<file path="src/fpu_dec_regs.svh">
// Notes on behaviour
// - Divide forms: n/top into n, top/n into top, top by double or single real; 24 clocks.
// - Divide-and-pop writes n/top into register n, then pops.
// - Reversed divide swaps dividend and divisor; memory real forms use reg field 111.
// - Reversed divide-and-pop writes top/n into register n, then pops.
// - Integer divide: top over 32-bit or 16-bit memory integer, 34 clocks.
// - Reversed integer divide: memory integer over top into top, 34 clocks.
// - Free register marks register n empty without touching data, 4 clocks.
// - Move on carry set copies register n into register 0 only when carry is one.
// - Move on carry clear copies register n into register 0 only when carry is zero.
// - Waiting clear-exceptions waits for pending activity; plain form clears 2 clocks after issue without waiting.
// - Add-and-pop writes n plus top into register n, then pops.
// - Compare-to-integer-flags compares top with n, sets integer flags, then pops.
// - Compare-and-pop-twice compares top with register 1, sets condition codes, pops.
`ifndef FPU_DEC_REGS_SVH
`define FPU_DEC_REGS_SVH

// ----------------------------------------
// Opcode bytes
// ----------------------------------------
`define OPC_D8        8'hD8
`define OPC_DA        8'hDA
`define OPC_DB        8'hDB
`define OPC_DC        8'hDC
`define OPC_DD        8'hDD
`define OPC_DE        8'hDE
`define OPC_DF        8'hDF

// ----------------------------------------
// Second byte fields and patterns
// ----------------------------------------
`define MOD_HI        7
`define MOD_LO        6
`define REG_HI        5
`define REG_LO        3
`define RM_HI         2
`define RM_LO         0
`define MOD_REG       2'h3
`define RF_DIV        4'hF
`define RF_DIV_B      3
`define RF_GRP_C0     5'h18
`define RF_GRP_F0     5'h1E
`define RSEL_DIV      2'h3
`define MODRM_CLEX    8'hE2
`define MODRM_COMPP   8'hD9

// ----------------------------------------
// Reset values and clock counts
// ----------------------------------------
`define TOP_RST       3'h0
`define TAG_RST       8'hFF
`define FP_DIVIDE_CLKS     6'h18
`define FP_INTEGER_DIVIDE_CLKS    6'h22
`define FREE_CLKS     6'h04
`define SIMPLE_CLKS   6'h02

`endif

</file>
<file path="src/fpu_dec_pkg.sv">
package fpu_dec_pkg;

    typedef enum logic [3:0] {
        OP_NONE,
        OP_DIV,
        OP_IDIV,
        OP_ADD,
        OP_FREE,
        OP_CMOV,
        OP_CLEX,
        OP_COMI,
        OP_COMPP
    } op_kind_t;

    typedef enum logic [2:0] {
        MEM_NONE,
        MEM_DOUBLE_REAL,
        MEM_SINGLE_REAL,
        MEM_INT32,
        MEM_INT16
    } mem_fmt_t;

    typedef enum logic [1:0] {
        ST_IDLE,
        ST_WAIT,
        ST_EXEC
    } seq_state_t;

endpackage : fpu_dec_pkg

</file>
<file path="src/exec_timer.sv">
`timescale 1ns/1ps
`default_nettype none
module exec_timer
(
    input  wire logic       clk_i,     // Core clock
    input  wire logic       srst_i,    // Sync reset
    input  wire logic       start_i,   // Load count
    input  wire logic [5:0] cycles_i,  // Clocks to run
    output logic            done_o     // Last cycle
);
    logic [5:0] cnt;

    always_ff @(posedge clk_i)
    begin
        if (srst_i)
            cnt <= 6'h00;
        else if (start_i)
            cnt <= cycles_i;
        else if (cnt != 6'h00)
            cnt <= cnt - 6'h01;
    end

    assign done_o = (cnt == 6'h01);
endmodule : exec_timer
`default_nettype wire

</file>
<file path="src/fpu_divide_cmov_decode.sv">
`timescale 1ns/1ps
`default_nettype none
`include "fpu_dec_regs.svh"
module fpu_divide_cmov_decode
    import fpu_dec_pkg::*;
(
    input  wire logic       clk_i,          // Core clock
    input  wire logic       srst_i,         // Sync reset
    input  wire logic       issue_valid_i,  // Instruction offered
    input  wire logic [7:0] opcode_i,       // First opcode byte
    input  wire logic [7:0] modrm_i,        // Second byte
    input  wire logic       wait_prefix_i,  // Wait prefix present
    input  wire logic       carry_flag_i,   // Integer carry flag
    input  wire logic       fp_pending_i,   // FP activity pending
    output logic            issue_ready_o,  // Can take instruction
    output logic            illegal_o,      // Unhandled encoding
    output var op_kind_t    op_o,           // Operation kind
    output var mem_fmt_t    mem_fmt_o,      // Memory operand format
    output logic            mem_first_o,    // Memory is dividend
    output logic [2:0]      dst_o,          // Physical destination
    output logic [2:0]      opa_o,          // Physical first operand
    output logic [2:0]      opb_o,          // Physical second operand
    output logic            write_en_o,     // Result is written
    output logic [1:0]      pop_cnt_o,      // Pops at completion
    output logic            done_o,         // Completion strobe
    output logic            clear_exc_o,    // Clear exception flags
    output logic [2:0]      top_o,          // Top-of-stack pointer
    output logic [7:0]      tag_empty_o     // Empty tag per register
);
    localparam int DIV_LAT  = 24;
    localparam int IDIV_LAT = 34;
    localparam int FREE_LAT = 4;
    localparam int SIMP_LAT = 2;

    seq_state_t st;
    op_kind_t   d_op;
    mem_fmt_t   d_mem;
    logic       d_legal, d_wr, d_memfirst, d_wait, reg_form, fire, start, is_dc;
    logic [2:0] d_dst, d_opa, d_opb, phys_n, rsel, top;
    logic [1:0] d_pop;
    logic [5:0] d_lat, lat_q, start_lat;
    logic [7:0] tag_empty;

    assign fire          = issue_valid_i && (st == ST_IDLE);
    assign issue_ready_o = (st == ST_IDLE);
    assign top_o         = top;
    assign tag_empty_o   = tag_empty;
    assign clear_exc_o   = done_o && (op_o == OP_CLEX);

    // ----------------------------------------
    // Decode
    // ----------------------------------------
    always_comb
    begin
        reg_form   = (modrm_i[`MOD_HI:`MOD_LO] == `MOD_REG);
        rsel       = modrm_i[`REG_HI:`REG_LO];
        phys_n     = top + modrm_i[`RM_HI:`RM_LO];
        is_dc      = (opcode_i == `OPC_DC);
        d_legal    = 1'b0;
        d_op       = OP_NONE;
        d_mem      = MEM_NONE;
        d_memfirst = 1'b0;
        d_dst      = top;
        d_opa      = top;
        d_opb      = phys_n;
        d_wr       = 1'b0;
        d_pop      = 2'h0;
        d_lat      = `SIMPLE_CLKS;
        d_wait     = 1'b0;
        if (!reg_form && rsel[2:1] == `RSEL_DIV &&
            (opcode_i == `OPC_D8 || is_dc || opcode_i == `OPC_DA || opcode_i == `OPC_DE))
        begin
            d_legal    = 1'b1;
            d_wr       = 1'b1;
            d_opb      = top;
            d_memfirst = rsel[0];
            if (opcode_i == `OPC_D8 || is_dc)
            begin
                d_op  = OP_DIV;
                d_mem = is_dc ? MEM_DOUBLE_REAL : MEM_SINGLE_REAL;
                d_lat = `FP_DIVIDE_CLKS;
            end
            else
            begin
                d_op  = OP_IDIV;
                d_mem = (opcode_i == `OPC_DA) ? MEM_INT32 : MEM_INT16;
                d_lat = `FP_INTEGER_DIVIDE_CLKS;
            end
        end
        else if (reg_form)
        begin
            case (opcode_i)
                `OPC_D8, `OPC_DC, `OPC_DE:
                begin
                    if (modrm_i[7:4] == `RF_DIV)
                    begin
                        d_legal = 1'b1;
                        d_op    = OP_DIV;
                        d_wr    = 1'b1;
                        d_lat   = `FP_DIVIDE_CLKS;
                        if (opcode_i == `OPC_DE)
                        begin
                            d_dst = phys_n;
                            d_opa = modrm_i[`RF_DIV_B] ? phys_n : top;
                            d_opb = modrm_i[`RF_DIV_B] ? top : phys_n;
                            d_pop = 2'h1;
                        end
                        else
                        begin
                            d_dst = modrm_i[`RF_DIV_B] ? phys_n : top;
                            d_opa = is_dc ? phys_n : top;
                            d_opb = is_dc ? top : phys_n;
                        end
                    end
                    else if (opcode_i == `OPC_DE && modrm_i[7:3] == `RF_GRP_C0)
                    begin
                        d_legal = 1'b1;
                        d_op    = OP_ADD;
                        d_dst   = phys_n;
                        d_opa   = phys_n;
                        d_opb   = top;
                        d_wr    = 1'b1;
                        d_pop   = 2'h1;
                    end
                    else if (opcode_i == `OPC_DE && modrm_i == `MODRM_COMPP)
                    begin
                        d_legal = 1'b1;
                        d_op    = OP_COMPP;
                        d_opb   = top + 3'h1;
                        d_pop   = 2'h2;
                    end
                end
                `OPC_DA, `OPC_DB:
                begin
                    if (modrm_i[7:3] == `RF_GRP_C0)
                    begin
                        d_legal = 1'b1;
                        d_op    = OP_CMOV;
                        d_opa   = phys_n;
                        d_wr    = (opcode_i == `OPC_DA) ? carry_flag_i : !carry_flag_i;
                    end
                    else if (opcode_i == `OPC_DB && modrm_i == `MODRM_CLEX)
                    begin
                        d_legal = 1'b1;
                        d_op    = OP_CLEX;
                        d_wait  = wait_prefix_i;
                    end
                end
                `OPC_DD:
                begin
                    if (modrm_i[7:3] == `RF_GRP_C0)
                    begin
                        d_legal = 1'b1;
                        d_op    = OP_FREE;
                        d_dst   = phys_n;
                        d_lat   = `FREE_CLKS;
                    end
                end
                `OPC_DF:
                begin
                    if (modrm_i[7:3] == `RF_GRP_F0)
                    begin
                        d_legal = 1'b1;
                        d_op    = OP_COMI;
                        d_pop   = 2'h1;
                    end
                end
                default:
                begin
                    d_legal = 1'b0;
                end
            endcase
        end
    end

    // ----------------------------------------
    // Sequencing
    // ----------------------------------------
    assign start = (fire && d_legal && !(d_wait && fp_pending_i)) ||
                   (st == ST_WAIT && !fp_pending_i);
    assign start_lat = (st == ST_WAIT) ? lat_q : d_lat;

    always_ff @(posedge clk_i)
    begin
        if (srst_i)
            st <= ST_IDLE;
        else
        begin
            unique case (st)
                ST_IDLE:
                    if (fire && d_legal)
                        st <= (d_wait && fp_pending_i) ? ST_WAIT : ST_EXEC;
                ST_WAIT:
                    if (!fp_pending_i)
                        st <= ST_EXEC;
                ST_EXEC:
                    if (done_o)
                        st <= ST_IDLE;
            endcase
        end
    end

    always_ff @(posedge clk_i)
    begin
        if (srst_i)
            illegal_o <= 1'b0;
        else
            illegal_o <= fire && !d_legal;
    end

    always_ff @(posedge clk_i)
    begin
        if (srst_i)
        begin
            op_o        <= OP_NONE;
            mem_fmt_o   <= MEM_NONE;
            mem_first_o <= 1'b0;
            dst_o       <= 3'h0;
            opa_o       <= 3'h0;
            opb_o       <= 3'h0;
            write_en_o  <= 1'b0;
            pop_cnt_o   <= 2'h0;
            lat_q       <= `SIMPLE_CLKS;
        end
        else if (fire && d_legal)
        begin
            op_o        <= d_op;
            mem_fmt_o   <= d_mem;
            mem_first_o <= d_memfirst;
            dst_o       <= d_dst;
            opa_o       <= d_opa;
            opb_o       <= d_opb;
            write_en_o  <= d_wr;
            pop_cnt_o   <= d_pop;
            lat_q       <= d_lat;
        end
    end

    exec_timer u_timer
    (
        .clk_i    (clk_i),
        .srst_i   (srst_i),
        .start_i  (start),
        .cycles_i (start_lat),
        .done_o   (done_o)
    );

    // ----------------------------------------
    // Stack pointer and tags
    // ----------------------------------------
    always_ff @(posedge clk_i)
    begin
        if (srst_i)
            top <= `TOP_RST;
        else if (done_o)
            top <= top + {1'b0, pop_cnt_o};
    end

    always_ff @(posedge clk_i)
    begin
        if (srst_i)
            tag_empty <= `TAG_RST;
        else if (done_o)
        begin
            tag_empty[dst_o] <= (op_o == OP_FREE) ? 1'b1 : (tag_empty[dst_o] && !write_en_o);
            if (pop_cnt_o != 2'h0)
                tag_empty[top] <= 1'b1;
            if (pop_cnt_o == 2'h2)
                tag_empty[top + 3'h1] <= 1'b1;
        end
    end
endmodule : fpu_divide_cmov_decode
`default_nettype wire

</file>
<file path="config.mk">
export PLATFORM = sky130hd
export DESIGN_NAME = fpu_divide_cmov_decode
export DESIGN_NICKNAME = d
export VERILOG_FILES = /design/src/fpu_dec_pkg.sv /design/src/exec_timer.sv /design/src/fpu_divide_cmov_decode.sv
export VERILOG_INCLUDE_DIRS = /design/src
export SDC_FILE = /design/constraint.sdc
export NUM_CORES = 1
export LEC_CHECK = 0
export BUFFER_PORTS_ARGS = -buffer_cell sky130_fd_sc_hd__buf_2
export CAP_MARGIN = 20
export CORE_ASPECT_RATIO = 0.8
export CORE_MARGIN = 4
export CORE_UTILIZATION = 49
export DETAILED_ROUTE_END_ITERATION = 12
export PLACE_DENSITY = 0.71
export SYNTH_ARGS = -nofsm -noshare
export SYNTH_HDL_FRONTEND = slang
export SYNTH_SLANG_ARGS = --single-unit
</file>
<file path="constraint.sdc">
create_clock -name clk_i -period 2.8 [get_ports clk_i]
set_input_delay 0.14 -clock clk_i [delete_from_list [all_inputs] [get_ports clk_i]]
set_output_delay 0.14 -clock clk_i [all_outputs]
set_load 0.01 [all_outputs]
</file>
==> flow_metrics.tcl <==
set metrics [dict create \
    port_buffers 56 \
    worstHoldPathType "in -> reg" \
    reg2reg_slack_ps 370 \
    ir_drop_v 0.000536 \
    drt_iter0_markers 349 \
    final-setup-viol-count 0 \
    cts_resized 0 \
    placed_cell_area_um2 3750 \
    fmax_mhz 411 \
    routed_wl_um 10300 \
    vias_per_cell 6.36 \
    period_share_pct 86.8 \
    clock-sinks 44 \
    insertedDiodeCount 0 \
    synth_edf_count 0 \
    seqCellArea_um2 881 \
    place_inst 558 \
    overflow 0 \
    hold_violations 0 \
    cp_max_fo 4 \
    post_drt_wl_per_cell_um 18.2 \
    timing.rr.start "top_o[0]" \
    timing_worst_slew_pin_value_ps 883 \
    rsz0062_at_grt "no" \
    nNetsFinal 514 \
    min_path_cells 3 \
    whs_endpoint "mem_first_o" \
    ys_ff_latch 44 \
    cp.required_ps 3020 \
    yosys.area.top_type "dfxtp_1" \
    cts_root_buffer "clkbuf_8" \
    crit_type "reg -> reg" \
    drive_above_1_share_pct 20.5 \
    critPathArrivalTime_ps 2650 \
    cp_top_family "compound AO/OA/AOI/OAI gates" \
    fill_cells 653 \
    p_leak_nw 1.40 \
    place_congestion 1.03 \
    async_flop_share_pct 0 \
    ys.flop_type "dfxtp_1" \
    ctsHoldBuffers 0 \
    drtAntennaViolNets 0 \
    multi_input_area_um2 2320 \
    power_w 0.00175 \
    finalNonFillerCells 566 \
    top_level_ports 57 \
    drv_slew 0 \
    drc_errors 0 \
    ys_types 78 \
    final_cell_area_um2 3840 \
    end_kind "flip-flop" \
    cts_setup_buffers 0 \
    num_vias 3601 \
    initial_core_util_pct 51.8 \
    crit_path_max_incr_delay_ps 440 \
    synthTopCellsByArea "dfxtp_1 (26%), a21oi_1 (4.7%), nor2_1 (4.5%)" \
    hpwl_um 7630 \
    grt_util_all_layers_pct 25.5 \
    synth_top_area_share_pct 25.9 \
    syn_nets 470 \
    synthToLayoutAreaGrowth_pct 12.7 \
    antenna_found_initial 0 \
    ys_seq_area_share_pct 25.9 \
    insertion_delay_ps 310 \
    tns_ps 0 \
    maxCapViolations 0 \
    cts.path.max_buffers 2 \
    grt_pass1_wl_um 16900 \
    htreeDepth 2 \
    grt_max_degree 43 \
    die_w_um 101 \
    firstDrtPassIters 5 \
    cts_tree "yes" \
    status "complete, no violations" \
    rows 26 \
    crit_buf_inv 1 \
    avgSynthCellArea_um2 7.79 \
    finClkSkew_ps 6.54 \
    coreArea_um2 6570 \
    hold_start "modrm_i[3]" \
    path_cells "ha_1, inv_1, fa_1, xor2_1, xnor2_1, nand2_1, a2111oi_0, a311oi_1, o41ai_2" \
    syn-cell-area_um2 3410 \
    power_density_nw_per_um2 455 \
    die_area_um2 8360 \
    clkSlewWorstSetupHoldPaths_ps 90 \
    grt_pass1_vias 3341 \
    period_needed_ps 2430 \
    yosys_warnings 0 \
    rr_worst_depth 9 \
    netlist_instances 437 \
    cts_buffers 5 \
    slowest_stage "a2111oi_0" \
    critPathLaunchType "flip-flop" \
    max-slew-margin-rel_pct 40.6 \
    die_y_um 82.6 \
    rr_endpoint "opb_o[2]" \
    whs_ps 196 \
]
synth_stat cells, drive strengths merged, types with 4 or more instances:
library cell	n
dfxtp	44
nor2	41
nand2	40
a21oi	32
nor3	22
clkbuf	18
inv	15
o21ai	14
a211oi	13
buf	13
ha	9
or3	9
a211o	8
mux2i	8
nand3	8
nor2b	8
nand2b	7
nand4b	7
o21bai	7
xnor2	7
a31oi	6
and2	6
mux2	6
o41ai	6
a21o	5
nand3b	4
nand4	4
nor4	4
or2	4
state kept, by name, indices dropped and copies added, names as in the netlist:
name and cells:
opa_o 3, dst_o 3, u_timer.cnt 6, tag_empty_o 8
mem_fmt_o 3, write_en_o 1, pop_cnt_o 2, illegal_o 1
st 2, op_o 4, mem_first_o 1, top_o 3
lat_q 4, opb_o 3
worst register-to-register path, cell delays in order (launching register included):
cell and delay [ps]:
dfxtp_1 350, ha_1 150, inv_1 40, fa_1 370
xor2_1 260, xnor2_1 230, nand2_1 90, a2111oi_0 440
a311oi_1 110, o41ai_2 310
logic make-up after synthesis:
logic type	after synthesis	synth area share, %
compound gates	130	27.6
xor+xnor	10	2.57
fa+ha+maj	11	4.48
buf+inv	47	6.10
flops	44	25.9
mux	14	4.34
simple gates	181	29.0
per-stage QoR:
stage	utilization (%)	setup WS (ps)
after floorplan	-	344
after global placement	57.0	407
after detailed placement	57.0	380
after CTS	58.4	390
after global routing	58.4	190
final	58.4	369
routing by layer:
layer	track usage, %	routed length, µm
met1	35.8	4720
met2	38.9	4450
met3	5.79	922
met4	7.84	227
met5	0	0
final cells by class:
cell class	instances	share of cell area (%)
Clock buffer	5	1.79
Clock inverter	3	0.619
Inverter	16	1.56
Multi-Input combinational cell	346	60.4
Sequential cell	44	22.9
Tap cell	84	2.74
Timing Repair Buffer	68	9.97
power by group:
| group | switching [W] | leakage [nW] | internal [W] |
|---|---|---|---|
| logic | 0.000357 | 1.00 | 0.000243 |
| registers | 0.0000446 | 0.356 | 0.000674 |
| clock network | 0.000251 | 0.0404 | 0.000177 |
| total | 0.000652 | 1.40 | 0.00109 |
cells in the final DEF, fill, tap and decap left out, types with 8 or more instances in the layout:
cell type  count
nor3_1        22
nor2_1        41
o21ai_0       14
nand2_1       39
nor2b_1        8
dfxtp_1       44
nand3_1        8
buf_2         56
ha_1           9
inv_1         15
buf_4         11
a211oi_1      11
a21oi_1       32
a211o_1        8
mux2i_1        8
worst max-delay path by stage:
stage                     start             end  cells past startpoint
floorplan              top_o[1]        opb_o[2]                      9
global placement    opcode_i[5]        opb_o[2]                      7
detailed placement  opcode_i[5]        opb_o[2]                      7
CTS                    dst_o[1]  tag_empty_o[5]                      6
global route           top_o[0]        opb_o[2]                      9
finish                 top_o[0]        opb_o[2]                      9
No activity file was read; power rests on OpenSTA's default activity.
